## config.mk

```make
export PLATFORM = sky130hd
export DESIGN_NAME = p6bc_top
export DESIGN_NICKNAME = d
export VERILOG_FILES = /design/src/p6bc_pkg.sv /design/src/p6bc_sync.sv /design/src/p6bc_pin_mux.sv /design/src/p6bc_top.sv
export VERILOG_INCLUDE_DIRS = /design/src
export SDC_FILE = /design/constraint.sdc
export NUM_CORES = 1
export LEC_CHECK = 0
export ABC_AREA = 1
export ABC_CLOCK_PERIOD_IN_PS = 1800
export BUFFER_PORTS_ARGS = -buffer_cell sky130_fd_sc_hd__buf_2
export CAP_MARGIN = 20
export CORE_UTILIZATION = 45
export CTS_CLUSTER_DIAMETER = 120
export CTS_CLUSTER_SIZE = 14
export DETAILED_ROUTE_END_ITERATION = 8
export PLACE_DENSITY = 0.8
export SETUP_SLACK_MARGIN = 0.5
export SKIP_CTS_REPAIR_TIMING = 1
export SLEW_MARGIN = 40
export SYNTH_ARGS = -nofsm -noshare
export SYNTH_HDL_FRONTEND = slang
export SYNTH_SLANG_ARGS = --single-unit
export TNS_END_PERCENT = 10
```

## constraint.sdc

```tcl
create_clock -name aclk -period 1.8 [get_ports aclk]
set_input_delay 0.09 -clock aclk [delete_from_list [all_inputs] [get_ports aclk]]
set_output_delay 0.09 -clock aclk [all_outputs]
set_load 0.005 [all_outputs]
```

## src/p6bc_defines.svh

```systemverilog
// register indices, reset values, field positions and bus constants for port six
`ifndef P6BC_DEFINES_SVH
`define P6BC_DEFINES_SVH
// register indices; byte address is four times the index
`define P6BC_DDR_IDX 16'hFFC9
`define P6BC_DR_IDX 16'hFFCB
`define P6BC_BRC_IDX 16'hFFF0
`define P6BC_WCE_IDX 16'hFFF1
`define P6BC_WCR_IDX 16'hFFF2
// reset values
`define P6BC_DDR_RST_LOW 8'hF8
`define P6BC_DDR_RST_HIGH 8'h80
`define P6BC_DR_RST 8'h80
`define P6BC_WCE_RST 8'hFF
`define P6BC_BRC_RST 8'h00
`define P6BC_WCR_RST 8'h00
`define P6BC_DDR_READ 8'hFF
// field positions
`define P6BC_BUS_RELEASE_ENABLE_BIT 0
`define P6BC_WAIT_MODE_SELECT_HIGH_BIT 1
// operating modes
`define P6BC_MODE_SINGLE 3'h7
`define P6BC_MODE_HIGH_DDR 3'h6
// axi responses
`define P6BC_RESP_OKAY 2'h0
`define P6BC_RESP_DECERR 2'h3
`endif

```

## src/p6bc_pkg.sv

```systemverilog
// types and shared decode functions for the port six block
`include "p6bc_defines.svh"
package p6bc_pkg;
    // bus controller strobes feeding the shared pins, active low
    typedef struct packed {
        logic low_byte_write_strobe_n;
        logic high_byte_write_strobe_n;
        logic read_strobe_n;
        logic address_strobe_n;
        logic bus_grant_ack_n;
    } p6bc_bus_ctl_t;
    // per-pin drive value and enable
    typedef struct packed {
        logic [6:0] out;
        logic [6:0] oe;
    } p6bc_pins_t;
    // function selection inputs of the pin mux
    typedef struct packed {
        logic expanded;
        logic bus_release_enable;
        logic wait_pin_free;
    } p6bc_sel_t;
    // register selected by an address
    typedef enum logic [2:0] {
        P6BC_SEL_NONE = 3'h0,
        P6BC_SEL_DDR = 3'h1,
        P6BC_SEL_DR = 3'h2,
        P6BC_SEL_BRC = 3'h3,
        P6BC_SEL_WCE = 3'h4,
        P6BC_SEL_WCR = 3'h5
    } p6bc_reg_sel_t;
    // expanded modes are all but single-chip
    function automatic logic p6bc_is_expanded(input logic [2:0] mode);
        return mode != `P6BC_MODE_SINGLE;
    endfunction : p6bc_is_expanded
    // direction reset value by mode
    function automatic logic [7:0] p6bc_ddr_init(input logic [2:0] mode);
        return (mode >= `P6BC_MODE_HIGH_DDR) ? `P6BC_DDR_RST_HIGH : `P6BC_DDR_RST_LOW;
    endfunction : p6bc_ddr_init
    // word address decode, upper bits must be zero
    function automatic p6bc_reg_sel_t p6bc_decode(input logic [31:0] addr);
        p6bc_reg_sel_t sel;
        sel = P6BC_SEL_NONE;
        if (addr[31:18] == 14'h0000)
        begin
            case (addr[17:2])
                `P6BC_DDR_IDX: sel = P6BC_SEL_DDR;
                `P6BC_DR_IDX: sel = P6BC_SEL_DR;
                `P6BC_BRC_IDX: sel = P6BC_SEL_BRC;
                `P6BC_WCE_IDX: sel = P6BC_SEL_WCE;
                `P6BC_WCR_IDX: sel = P6BC_SEL_WCR;
                default: sel = P6BC_SEL_NONE;
            endcase
        end
        return sel;
    endfunction : p6bc_decode
endpackage : p6bc_pkg

```

## src/p6bc_sync.sv

```systemverilog
// two-flop synchroniser for pin-level inputs
`timescale 1ns/1ps
module p6bc_sync #(
    parameter int W = 1
) (
    input wire logic aclk,
    input wire logic [W-1:0] async_in,
    output logic [W-1:0] sync_out
);
    logic [W-1:0] meta_reg; // first stage, read only by the second
    // no reset: straps must flow through during reset
    always_ff @(posedge aclk)
    begin
        meta_reg <= async_in;
        sync_out <= meta_reg;
    end
endmodule : p6bc_sync

```

## src/p6bc_pin_mux.sv

```systemverilog
// pin function selection for the seven shared pins
`timescale 1ns/1ps
module p6bc_pin_mux
    import p6bc_pkg::*;
(
    input wire p6bc_sel_t sel,
    input wire logic [6:0] ddr,
    input wire logic [6:0] dr,
    input wire p6bc_bus_ctl_t bus_ctl,
    input wire logic [6:0] pin_level,
    output p6bc_pins_t pins,
    output logic bus_request_n,
    output logic wait_request_n
);
    // plain port by direction, then alternate functions override
    always_comb
    begin
        pins.out = dr;
        pins.oe = ddr;
        bus_request_n = 1'b1;
        wait_request_n = 1'b1;
        if (sel.expanded)
        begin
            // strobes own pins six to three
            pins.out[6] = bus_ctl.low_byte_write_strobe_n;
            pins.out[5] = bus_ctl.high_byte_write_strobe_n;
            pins.out[4] = bus_ctl.read_strobe_n;
            pins.out[3] = bus_ctl.address_strobe_n;
            pins.oe[6:3] = 4'hF;
            // bus release handshake
            if (sel.bus_release_enable)
            begin
                pins.out[2] = bus_ctl.bus_grant_ack_n;
                pins.oe[2] = 1'b1;
                pins.oe[1] = 1'b0;
                bus_request_n = pin_level[1];
            end
            // wait input unless every area waits by program and wait mode select high is clear
            if (!sel.wait_pin_free)
            begin
                pins.oe[0] = 1'b0;
                wait_request_n = pin_level[0];
            end
        end
    end
endmodule : p6bc_pin_mux

```

## src/p6bc_top.sv

```systemverilog
// port six register block with axi4-lite slave and shared pin control
//
// Our own choice: register access over AXI4-Lite.
`timescale 1ns/1ps
`include "p6bc_defines.svh"
module p6bc_top
    import p6bc_pkg::*;
(
    input wire logic aclk,
    input wire logic aresetn,
    input wire logic [31:0] s_axi_awaddr,
    input wire logic [2:0] s_axi_awprot,
    input wire logic s_axi_awvalid,
    output logic s_axi_awready,
    input wire logic [31:0] s_axi_wdata,
    input wire logic [3:0] s_axi_wstrb,
    input wire logic s_axi_wvalid,
    output logic s_axi_wready,
    output logic [1:0] s_axi_bresp,
    output logic s_axi_bvalid,
    input wire logic s_axi_bready,
    input wire logic [31:0] s_axi_araddr,
    input wire logic [2:0] s_axi_arprot,
    input wire logic s_axi_arvalid,
    output logic s_axi_arready,
    output logic [31:0] s_axi_rdata,
    output logic [1:0] s_axi_rresp,
    output logic s_axi_rvalid,
    input wire logic s_axi_rready,
    input wire logic [2:0] mode_pins,
    input wire logic hw_standby_n,
    input wire logic sw_standby,
    input wire p6bc_bus_ctl_t bus_ctl,
    input wire logic [6:0] pin_in,
    output logic [6:0] pin_out,
    output logic [6:0] pin_oe,
    output logic bus_request_n,
    output logic wait_request_n
);
    logic [6:0] pin_s; // synchronised pin levels
    logic hw_standby_s_n; // synchronised standby pin
    logic [2:0] mode_s; // synchronised mode straps
    logic [2:0] mode_reg; // mode caught while reset is held
    logic [2:0] mode_now; // mode used for initial values
    logic hw_standby; // hardware standby active
    logic init; // reinitialise port registers
    logic [6:0] ddr_reg; // direction bits six to zero
    logic [6:0] dr_reg; // output data bits six to zero
    logic bus_release_enable_reg; // bus release enable
    logic [7:0] wce_reg; // per-area wait enables
    logic wait_mode_select_high_reg; // wait mode select high
    logic aw_held_reg; // write address taken
    logic w_held_reg; // write data taken
    logic [31:0] awaddr_reg; // held write address
    logic [31:0] wdata_reg; // held write data
    logic [3:0] wstrb_reg; // held write strobes
    logic bvalid_reg; // write response pending
    logic [1:0] bresp_reg; // write response code
    logic rvalid_reg; // read data pending
    logic [1:0] rresp_reg; // read response code
    logic [31:0] rdata_reg; // read data
    logic commit; // both halves of a write present
    logic wr_lane0; // low byte lane enabled
    p6bc_reg_sel_t wr_sel; // target of the held write
    p6bc_reg_sel_t rd_sel; // target of the offered read
    logic [31:0] rdata_next; // read data for the offered read
    p6bc_sel_t mux_sel; // function selection
    p6bc_pins_t mux_pins; // pin drive from the mux
    logic mux_req_n; // bus request from the mux
    logic mux_wait_n; // wait request from the mux
    logic [6:0] pin_out_reg; // registered pin drive
    logic [6:0] pin_oe_reg; // registered pin enables
    logic bus_request_n_reg; // registered bus request
    logic wait_request_n_reg; // registered wait request
    logic [7:0] ddr_init_val; // direction reset value for the current mode
    localparam logic [7:0] dr_init = `P6BC_DR_RST; // data reset value, sliceable
    localparam logic [7:0] brc_init = `P6BC_BRC_RST; // release control reset value
    localparam logic [7:0] wcr_init = `P6BC_WCR_RST; // wait control reset value

    // pins, standby and straps come from outside the clock domain
    p6bc_sync #(
        .W(11)
    ) u_sync (
        .aclk(aclk),
        .async_in({pin_in, hw_standby_n, mode_pins}),
        .sync_out({pin_s, hw_standby_s_n, mode_s})
    );

    assign hw_standby = !hw_standby_s_n;
    assign mode_now = aresetn ? mode_reg : mode_s;
    assign ddr_init_val = p6bc_ddr_init(mode_now);
    assign init = !aresetn || hw_standby;

    // operating mode follows the straps during reset, frozen afterwards
    always_ff @(posedge aclk)
    begin
        if (!aresetn)
        begin
            mode_reg <= mode_s;
        end
    end

    // write decode
    assign commit = aw_held_reg && w_held_reg && !bvalid_reg;
    assign wr_sel = p6bc_decode(awaddr_reg);
    assign wr_lane0 = wstrb_reg[0];

    // direction register, reinitialised by reset and hardware standby
    always_ff @(posedge aclk)
    begin
        if (init)
        begin
            ddr_reg <= ddr_init_val[6:0];
        end
        else if (commit && wr_lane0 && wr_sel == P6BC_SEL_DDR)
        begin
            ddr_reg <= wdata_reg[6:0]; // bit seven has no storage
        end
    end

    // data register, bit seven has no storage
    always_ff @(posedge aclk)
    begin
        if (init)
        begin
            dr_reg <= dr_init[6:0];
        end
        else if (commit && wr_lane0 && wr_sel == P6BC_SEL_DR)
        begin
            dr_reg <= wdata_reg[6:0];
        end
    end

    // bus release and wait control bits
    always_ff @(posedge aclk)
    begin
        if (init)
        begin
            bus_release_enable_reg <= brc_init[`P6BC_BUS_RELEASE_ENABLE_BIT];
            wce_reg <= `P6BC_WCE_RST;
            wait_mode_select_high_reg <= wcr_init[`P6BC_WAIT_MODE_SELECT_HIGH_BIT];
        end
        else if (commit && wr_lane0)
        begin
            if (wr_sel == P6BC_SEL_BRC)
            begin
                bus_release_enable_reg <= wdata_reg[`P6BC_BUS_RELEASE_ENABLE_BIT];
            end
            if (wr_sel == P6BC_SEL_WCE)
            begin
                wce_reg <= wdata_reg[7:0];
            end
            if (wr_sel == P6BC_SEL_WCR)
            begin
                wait_mode_select_high_reg <= wdata_reg[`P6BC_WAIT_MODE_SELECT_HIGH_BIT];
            end
        end
    end

    // write channel: address and data taken in either order
    assign s_axi_awready = !aw_held_reg && !bvalid_reg;
    assign s_axi_wready = !w_held_reg && !bvalid_reg;
    always_ff @(posedge aclk)
    begin
        if (!aresetn)
        begin
            aw_held_reg <= 1'b0;
            w_held_reg <= 1'b0;
            awaddr_reg <= 32'h0000_0000;
            wdata_reg <= 32'h0000_0000;
            wstrb_reg <= 4'h0;
            bvalid_reg <= 1'b0;
            bresp_reg <= `P6BC_RESP_OKAY;
        end
        else
        begin
            if (s_axi_awvalid && s_axi_awready)
            begin
                aw_held_reg <= 1'b1;
                awaddr_reg <= s_axi_awaddr;
            end
            if (s_axi_wvalid && s_axi_wready)
            begin
                w_held_reg <= 1'b1;
                wdata_reg <= s_axi_wdata;
                wstrb_reg <= s_axi_wstrb;
            end
            if (commit)
            begin
                // response follows both halves
                aw_held_reg <= 1'b0;
                w_held_reg <= 1'b0;
                bvalid_reg <= 1'b1;
                bresp_reg <= (wr_sel == P6BC_SEL_NONE) ? `P6BC_RESP_DECERR : `P6BC_RESP_OKAY;
            end
            else if (bvalid_reg && s_axi_bready)
            begin
                bvalid_reg <= 1'b0;
            end
        end
    end
    assign s_axi_bvalid = bvalid_reg;
    assign s_axi_bresp = bresp_reg;

    // read data mux
    assign rd_sel = p6bc_decode(s_axi_araddr);
    always_comb
    begin
        rdata_next = 32'h0000_0000;
        case (rd_sel)
            P6BC_SEL_DDR: rdata_next[7:0] = `P6BC_DDR_READ;
            P6BC_SEL_DR: rdata_next[7:0] = {1'b1, (dr_reg & ddr_reg) | (pin_s & ~ddr_reg)};
            P6BC_SEL_BRC: rdata_next[`P6BC_BUS_RELEASE_ENABLE_BIT] = bus_release_enable_reg;
            P6BC_SEL_WCE: rdata_next[7:0] = wce_reg;
            P6BC_SEL_WCR: rdata_next[`P6BC_WAIT_MODE_SELECT_HIGH_BIT] = wait_mode_select_high_reg;
            default: rdata_next = 32'h0000_0000;
        endcase
    end

    // read channel: one read at a time, answer the next cycle
    assign s_axi_arready = !rvalid_reg;
    always_ff @(posedge aclk)
    begin
        if (!aresetn)
        begin
            rvalid_reg <= 1'b0;
            rresp_reg <= `P6BC_RESP_OKAY;
            rdata_reg <= 32'h0000_0000;
        end
        else if (s_axi_arvalid && s_axi_arready)
        begin
            rvalid_reg <= 1'b1;
            rdata_reg <= rdata_next;
            rresp_reg <= (rd_sel == P6BC_SEL_NONE) ? `P6BC_RESP_DECERR : `P6BC_RESP_OKAY;
        end
        else if (rvalid_reg && s_axi_rready)
        begin
            rvalid_reg <= 1'b0;
        end
    end
    assign s_axi_rvalid = rvalid_reg;
    assign s_axi_rresp = rresp_reg;
    assign s_axi_rdata = rdata_reg;

    // pin function selection
    assign mux_sel.expanded = p6bc_is_expanded(mode_reg);
    assign mux_sel.bus_release_enable = bus_release_enable_reg;
    assign mux_sel.wait_pin_free = (wce_reg == 8'hFF) && !wait_mode_select_high_reg;

    p6bc_pin_mux u_pin_mux (
        .sel(mux_sel),
        .ddr(ddr_reg),
        .dr(dr_reg),
        .bus_ctl(bus_ctl),
        .pin_level(pin_s),
        .pins(mux_pins),
        .bus_request_n(mux_req_n),
        .wait_request_n(mux_wait_n)
    );

    // registered pin drive; hardware standby floats, software standby holds
    always_ff @(posedge aclk)
    begin
        if (init)
        begin
            pin_out_reg <= 7'h7F;
            pin_oe_reg <= 7'h00;
            bus_request_n_reg <= 1'b1;
            wait_request_n_reg <= 1'b1;
        end
        else if (!sw_standby)
        begin
            pin_out_reg <= mux_pins.out;
            pin_oe_reg <= mux_pins.oe;
            bus_request_n_reg <= mux_req_n;
            wait_request_n_reg <= mux_wait_n;
        end
        // software standby: outputs keep their state
    end
    assign pin_out = pin_out_reg;
    assign pin_oe = pin_oe_reg;
    assign bus_request_n = bus_request_n_reg;
    assign wait_request_n = wait_request_n_reg;

    // checks
    a_ddr_reads_ones: assert property (
        @(posedge aclk) disable iff (!aresetn)
        s_axi_arvalid && s_axi_arready && rd_sel == P6BC_SEL_DDR |=> s_axi_rvalid && s_axi_rdata == 32'h0000_00FF)
        else $error("direction read not all ones");

    a_ddr_reset_value: assert property (
        @(posedge aclk) disable iff (!aresetn)
        $past(!aresetn) && !hw_standby |-> {1'b1, ddr_reg} == p6bc_ddr_init(mode_reg))
        else $error("direction reset value wrong for mode");

    a_sw_standby_hold: assert property (
        @(posedge aclk) disable iff (!aresetn)
        sw_standby && !hw_standby && !commit |=> $stable(ddr_reg) && $stable(pin_oe) && $stable(pin_out))
        else $error("state changed in software standby");

    a_strobe_pins: assert property (
        @(posedge aclk) disable iff (!aresetn)
        mux_sel.expanded && !init && !sw_standby
        |=> pin_oe[6:3] == 4'hF && pin_out[6] == $past(bus_ctl.low_byte_write_strobe_n)
            && pin_out[3] == $past(bus_ctl.address_strobe_n))
        else $error("strobe pins not driven");

    a_single_chip_io: assert property (
        @(posedge aclk) disable iff (!aresetn)
        !mux_sel.expanded && !init && !sw_standby |=> pin_oe == $past(ddr_reg) && pin_out == $past(dr_reg))
        else $error("single-chip pins not plain port");

    a_data_readback: assert property (
        @(posedge aclk) disable iff (!aresetn)
        s_axi_arvalid && s_axi_arready && rd_sel == P6BC_SEL_DR
        |=> s_axi_rdata[6:0] == (($past(dr_reg) & $past(ddr_reg)) | ($past(pin_s) & ~$past(ddr_reg))))
        else $error("data read mixes pin and latch wrongly");

    a_data_bit7: assert property (
        @(posedge aclk) disable iff (!aresetn)
        s_axi_arvalid && s_axi_arready && rd_sel == P6BC_SEL_DR |=> s_axi_rdata[31:7] == 25'h0000001)
        else $error("data bit seven not one");

    a_data_init: assert property (
        @(posedge aclk) disable iff (!aresetn)
        hw_standby |=> dr_reg == 7'h00 && pin_oe == 7'h00)
        else $error("hardware standby did not reinitialise");

    a_bus_release: assert property (
        @(posedge aclk) disable iff (!aresetn)
        mux_sel.expanded && bus_release_enable_reg && !init && !sw_standby
        |=> pin_oe[2:1] == 2'b10 && pin_out[2] == $past(bus_ctl.bus_grant_ack_n) && bus_request_n == $past(pin_s[1]))
        else $error("bus release pins wrong");

    a_wait_input: assert property (
        @(posedge aclk) disable iff (!aresetn)
        mux_sel.expanded && !mux_sel.wait_pin_free && !init && !sw_standby
        |=> !pin_oe[0] && wait_request_n == $past(pin_s[0]))
        else $error("wait pin not an input");
endmodule : p6bc_top

```

After elaboration in Yosys (flattened, before gate mapping)
Cells that the tools add are included.
W data, S select, Z words.
- $add $sub $neg: 0
- $mul: 0
- divide/modulo/power cells: 0
- $lt $le $gt $ge: 1
- eq/ne operators: 22
- shift-type cells: 0
- mux-type cells: 26
- bitwise logic cells: 5
- reductions and logical operators: 32
- operators with widths (operator ; number):
    $eq A16 B16 Y1 const B ; 10
    $pmux W3 S5 ; 2
    $logic_not A14 Y1 ; 2
    $mux W7 ; 4
    $pmux W6 S3 ; 1
    $and A7 B7 Y7 ; 2
    $logic_and A1 B1 Y1 ; 13
    $eq A3 B2 Y1 const B ; 4
    $eq A3 B3 Y1 const B ; 4
    $mux W1 ; 10
    $mux W3 ; 3
    $eq A8 B8 Y1 const B ; 1
    $pmux W1 S4 ; 2
    $logic_not A1 Y1 ; 7
    $not A7 Y7 ; 1
    $or A7 B7 Y7 ; 1
    $eq A3 B1 Y1 const B ; 2
    $logic_not A3 Y1 ; 2
    $mux W2 ; 3
    $reduce_and A2 Y1 ; 3
    $reduce_bool A2 Y1 ; 3
    $mux W5 ; 1
    $ge A3 B3 Y1 const B ; 1
    $ne A3 B3 Y1 const B ; 1
    other kinds (3) ; 3
- bits in registers: 122
- bits in latches: 0
- memory bits (writable): 0
- memory bits (read-only): 0
- bits of input ports: 130
- output and inout port bits: 57
- word-level logic and storage cells: 108
- memories: 0

Longest topological paths before layout
- depth in word-level cells: 7
- depth in mapped cells: 14
- gate-level depth less buffers: 14

Modules after synthesis
From an unflattened synthesis, not the netlist that was laid out.
- cells, all modules: 693
- area, all modules: 5137.4 µm²
- by module, submodules not included (module ; instances ; cells an instance ; area an instance (µm²) ; sequential area each (µm²)):
    p6bc_top ; 1 ; 635 ; 4534.3 ; 2001.9
    p6bc_sync ; 1 ; 22 ; 440.4 ; 440.4
    p6bc_pin_mux ; 1 ; 36 ; 162.7 ; 0.0

Least setup slack after synthesis
No wires, ideal clock.
- kind: register to register
- from: reg awaddr_reg[2]
- to: reg ddr_reg[0] (enable)
- setup time: 0.324 ns
- arrival: 1.338 ns
- required time: 1.476 ns
- path slack: 0.139 ns
- stages on the path, launching flop included: 9
- buffers on the path: 0
- period minus slack after synthesis: 1.661 ns
- path through: dfxtp_1 > inv_2 > nor4_2 > nand3_1 > nand2_1 > nand2_1 > nor2_2 > nand3_1 > nand2_1
- longest elaborated chain between the ends: 6
- elaborated cells on any way between the ends: 10
- classes of those cells: 6 x eq/ne; 2 x mux; 2 x reduce/logical
- RTL lines (item ; RTL line ; text):
    from (decl) ; p6bc_top.sv:54 ; logic [31:0] awaddr_reg;
    from (signal assigned) ; p6bc_top.sv:180 ; awaddr_reg <= s_axi_awaddr;
    $eq A16 B16 Y1 ; p6bc_pkg.sv:46 ; case (addr[17:2])
    $pmux W3 S5 * ; p6bc_pkg.sv:46 ;
    $mux W3 * ; p6bc_pkg.sv:44 ; if (addr[31:18] == 14'h0000)
    $eq A3 B1 Y1 * ; p6bc_top.sv:115 ; else if (commit && wr_lane0 && wr_sel == P6BC_SEL_DDR)
    $logic_and A1 B1 Y1 * ; p6bc_top.sv:115 ;
    $reduce_bool A2 Y1 (no source line) * ; -- ;
    to (signal assigned) ; p6bc_top.sv:113 ; ddr_reg <= ddr_init_val[6:0];
    to (signal assigned) ; p6bc_top.sv:117 ; ddr_reg <= wdata_reg[6:0];
    to (decl) ; p6bc_top.sv:47 ; logic [6:0] ddr_reg;
Every way passes the cells marked *; elsewhere a longest branch is shown, timed or not.
A chain may end at the register's enable or synchronous reset.

Final worst setup path
- from: reg awaddr_reg[10]
- to: reg bus_release_enable_reg
- longest elaborated chain between the ends: 5
- elaborated cells on any way between the ends: 9
- classes of those cells: 6 x eq/ne; 2 x mux; 1 x reduce/logical
- RTL lines (item ; RTL line ; text):
    $eq A16 B16 Y1 ; p6bc_pkg.sv:46 ;
    $pmux W3 S5 * ; p6bc_pkg.sv:46 ;
    $mux W3 * ; p6bc_pkg.sv:44 ;
    $eq A3 B2 Y1 * ; p6bc_top.sv:145 ; if (wr_sel == P6BC_SEL_BRC)
    $reduce_and A2 Y1 (no source line) * ; -- ;
    to (signal assigned) ; p6bc_top.sv:139 ; bus_release_enable_reg <= brc_init[`P6BC_BUS_RELEASE_ENABLE_BIT];
    to (signal assigned) ; p6bc_top.sv:147 ; bus_release_enable_reg <= wdata_reg[`P6BC_BUS_RELEASE_ENABLE_BIT];
    to (decl) ; p6bc_top.sv:49 ; logic bus_release_enable_reg;
Marked as above.

==> flow_metrics.tcl <==
set metrics [dict create \
    num-nets-final 968 \
    synth_edf_count 7 \
    grt_max_degree 45 \
    clk_latency_ns 0.41 \
    cp-end-kind "register" \
    yosys.area_share.simple_pct 29.94 \
    synth-xor-area-share_pct 0 \
    path_clk_slew_ns 0.06 \
    synth_ff_type "dfxtp_1" \
    vias 5006 \
    place.gp.congestion 0.8906 \
    synth_top_family_by_area "simple AND/OR/NAND/NOR gates" \
    final-hold-violation-count 12 \
    rows 38 \
    worst-path-max-fanout 9 \
    synth.area.mux_share_pct 2.290 \
    drc_errors 0 \
    synthToLayoutAreaGrowth_pct 36.61 \
    cp_top_family "simple AND/OR/NAND/NOR gates" \
    worstReg2RegEnd "bus_release_enable_reg$_SDFFE_PN0P_" \
    regToRegStartpoint "awaddr_reg[10]$_SDFFE_PN0P_" \
    worst-setup-path-type "register to register" \
    design.core.area_um2 10980 \
    globalRouteOverflowTotal 0 \
    cp-endpoint "bus_release_enable_reg$_SDFFE_PN0P_" \
    drt_iter0_drc 367 \
    crit_chain "nand4_1, nor2_4, buf_4, buf_4, nand3_2, nand3_1, nand2_2, inv_1, nand3_1, nand2_1, a21oi_1" \
    slew_violations 0 \
    dieHeight_um 108.8 \
    rr_worst_depth 11 \
    path_depth 11 \
    io_pins 187 \
    wl_met3_um 788 \
    period_minus_slack_ns 1.770 \
    htreeDepth 4 \
    finalWorstSetupSlack_ns 0.03038 \
    max-clock-path-buffers 2 \
    worstPathArrival_ns 2.05 \
    clkSinkCount 118 \
    antenna_found_initial 0 \
    yosysUniqueCellTypes 35 \
    synth_fa_ha_area_share_pct 0 \
    wirelength_met1_um 5687 \
    drv_cap 0 \
    largest_reg_flops 30 \
    numPortBuffers 125 \
    reg2reg_slack_ns 0.03 \
    die_area_um2 11850 \
    synth-compound-area-share_pct 11.16 \
    top_layer "met4" \
    slowest_delay_ns 0.33 \
    ys_warn_count 0 \
    max-vdd-ir-drop_uv 727.6 \
    hold_slack_ns -0.04408 \
    die_w_um 108.8 \
    n_antenna_cell 0 \
    leakage_nw 3.192 \
    final_common_cell "buf_2" \
    ys_ff_latch 118 \
    fillCellCount 891 \
    power_density_nw_per_um2 1024 \
    grt_pass1_vias 4105 \
    slew_headroom_pct 52.89 \
    dp_slack_ns 0.06227 \
    hold_class "input pin to register" \
    critPathSlowestCell "dfxtp_2" \
    violations "negative hold slack" \
    viasPerCell 5.051 \
    finalCritPeriodShare_pct 98.31 \
    drive_gt1_share_pct 29.73 \
    setup_viol 0 \
    async_flop_share_pct 0 \
    required_ns 2.09 \
    wl_um 13120 \
    rsz0062_at_grt "yes" \
    dp_hpwl_um 8361 \
    critPathLaunch "awaddr_reg[10]$_SDFFE_PN0P_" \
    tightest_slew_ns 0.7059 \
    worst_clock_skew_ns 0.005270 \
    grt_pass1_wl_um 18530 \
    grtUsageTotal_pct 20.37 \
    syn_avg_cell_area_um2 7.770 \
    netlist_instances 661 \
    cp-start-kind "register" \
    start_util_pct 46.76 \
    fmax_mhz 565.1 \
    firstDrtPassIters 5 \
    ys_seq_area_share_pct 47.36 \
    syn-cell-area_um2 5136 \
    cp_num_buf_inv 3 \
    route.detailed.wl_per_inst_um 13.24 \
    wl_met2_um 6297 \
    placed_cells 909 \
    root_buffer "clkbuf_16" \
    tritoncts "built" \
    cts_inserted_buffers 17 \
    final_antenna_net_count 0 \
    final_cells 991 \
    outcome "complete, but fails checks" \
    most-common-layout-cells "buf_2 (125), nor2_1 (109), nand2_1 (102), dfxtp_1 (96), o21ai_0 (58)" \
]
==> Yosys cell counts (all sizes together), types with 2 or more instances <==
| library cell | number | area (um^2) |
|---|---|---|
| o21ai | 59 | 299.0 |
| nand2 | 117 | 454.2 |
| nand3 | 42 | 250.2 |
| a21oi | 48 | 251.5 |
| o31ai | 2 | 15.01 |
| clkbuf | 17 | 63.81 |
| nor3 | 9 | 92.59 |
| mux2i | 5 | 50.05 |
| inv | 46 | 172.7 |
| mux2 | 6 | 67.56 |
| dfxtp | 111 | 2222 |
| buf | 32 | 231.5 |
| nor2 | 119 | 490.5 |
| edfxtp | 7 | 210.2 |
| nand4 | 36 | 231.5 |
==> tightest hold or removal path: stages <==
cell and delay [ns]:
buf_2 0.07, o21ai_0 0.09, nor2_1 0.08
==> worst min path at each step <==
stage / from / endpoint / slack [ns] / cells after the start
CTS: mode_pins[0] / u_sync.meta_reg[0]$_DFF_P_ / -0.23 / 1
finish: s_axi_awaddr[9] / awaddr_reg[9]$_SDFFE_PN0P_ / -0.04 / 3
detailed placement: pin_in[2] / u_sync.meta_reg[6]$_DFF_P_ / 0.19 / 1
floorplan: mode_pins[0] / u_sync.meta_reg[0]$_DFF_P_ / 0.12 / 0
global route: s_axi_awaddr[6] / awaddr_reg[6]$_SDFFE_PN0P_ / -0.001 / 3
global placement: pin_in[2] / u_sync.meta_reg[6]$_DFF_P_ / 0.19 / 1
==> layer usage <==
metal	vias up	GRT usage, %
met4	0	9.073
met2	209	33.09
li1	2511	-
met1	2258	25.78
met5	-	0
met3	28	4.662
==> cell families after synthesis <==
kind of cell / count (synthesis)
AO/OA/AOI/OAI: 110
flip-flops: 118
buffers and inverters: 96
other: 1
AND/OR/NAND/NOR: 325
multiplexers: 11
==> where the power goes <==
group / switching [mW] / total [mW] / internal, mW
sequential: 0.114 / 2.92 / 2.81
combinational: 0.376 / 0.669 / 0.293
clock: 1.24 / 3.59 / 2.35
total: 1.73 / 7.19 / 5.46
==> through the flow <==
stage	total power, mW	TNS [ns]	utilization, %	instance area, um^2
6_report	7.185	0	63.89	7017
5_1_grt	7.444	-0.4631	63.89	7017
4_1_cts	7.110	0	58.78	6456
3_5_place_dp	3.538	0	52.93	5813
3_3_place_gp	3.520	0	52.93	5813
2_1_floorplan	3.340	0	-	5240
==> layout make-up <==
cell class / instances / area (um^2) / area share (%)
flip-flops and latches: 118 / 2454 / 34.97
clock buffers: 20 / 478.0 / 6.812
well taps: 140 / 175.2 / 2.496
inverters: 47 / 176.4 / 2.514
repair buffers: 183 / 1165 / 16.60
clock inverters: 12 / 165.2 / 2.354
multi-input cells: 471 / 2404 / 34.25
No activity file was read; power rests on OpenSTA's default activity.
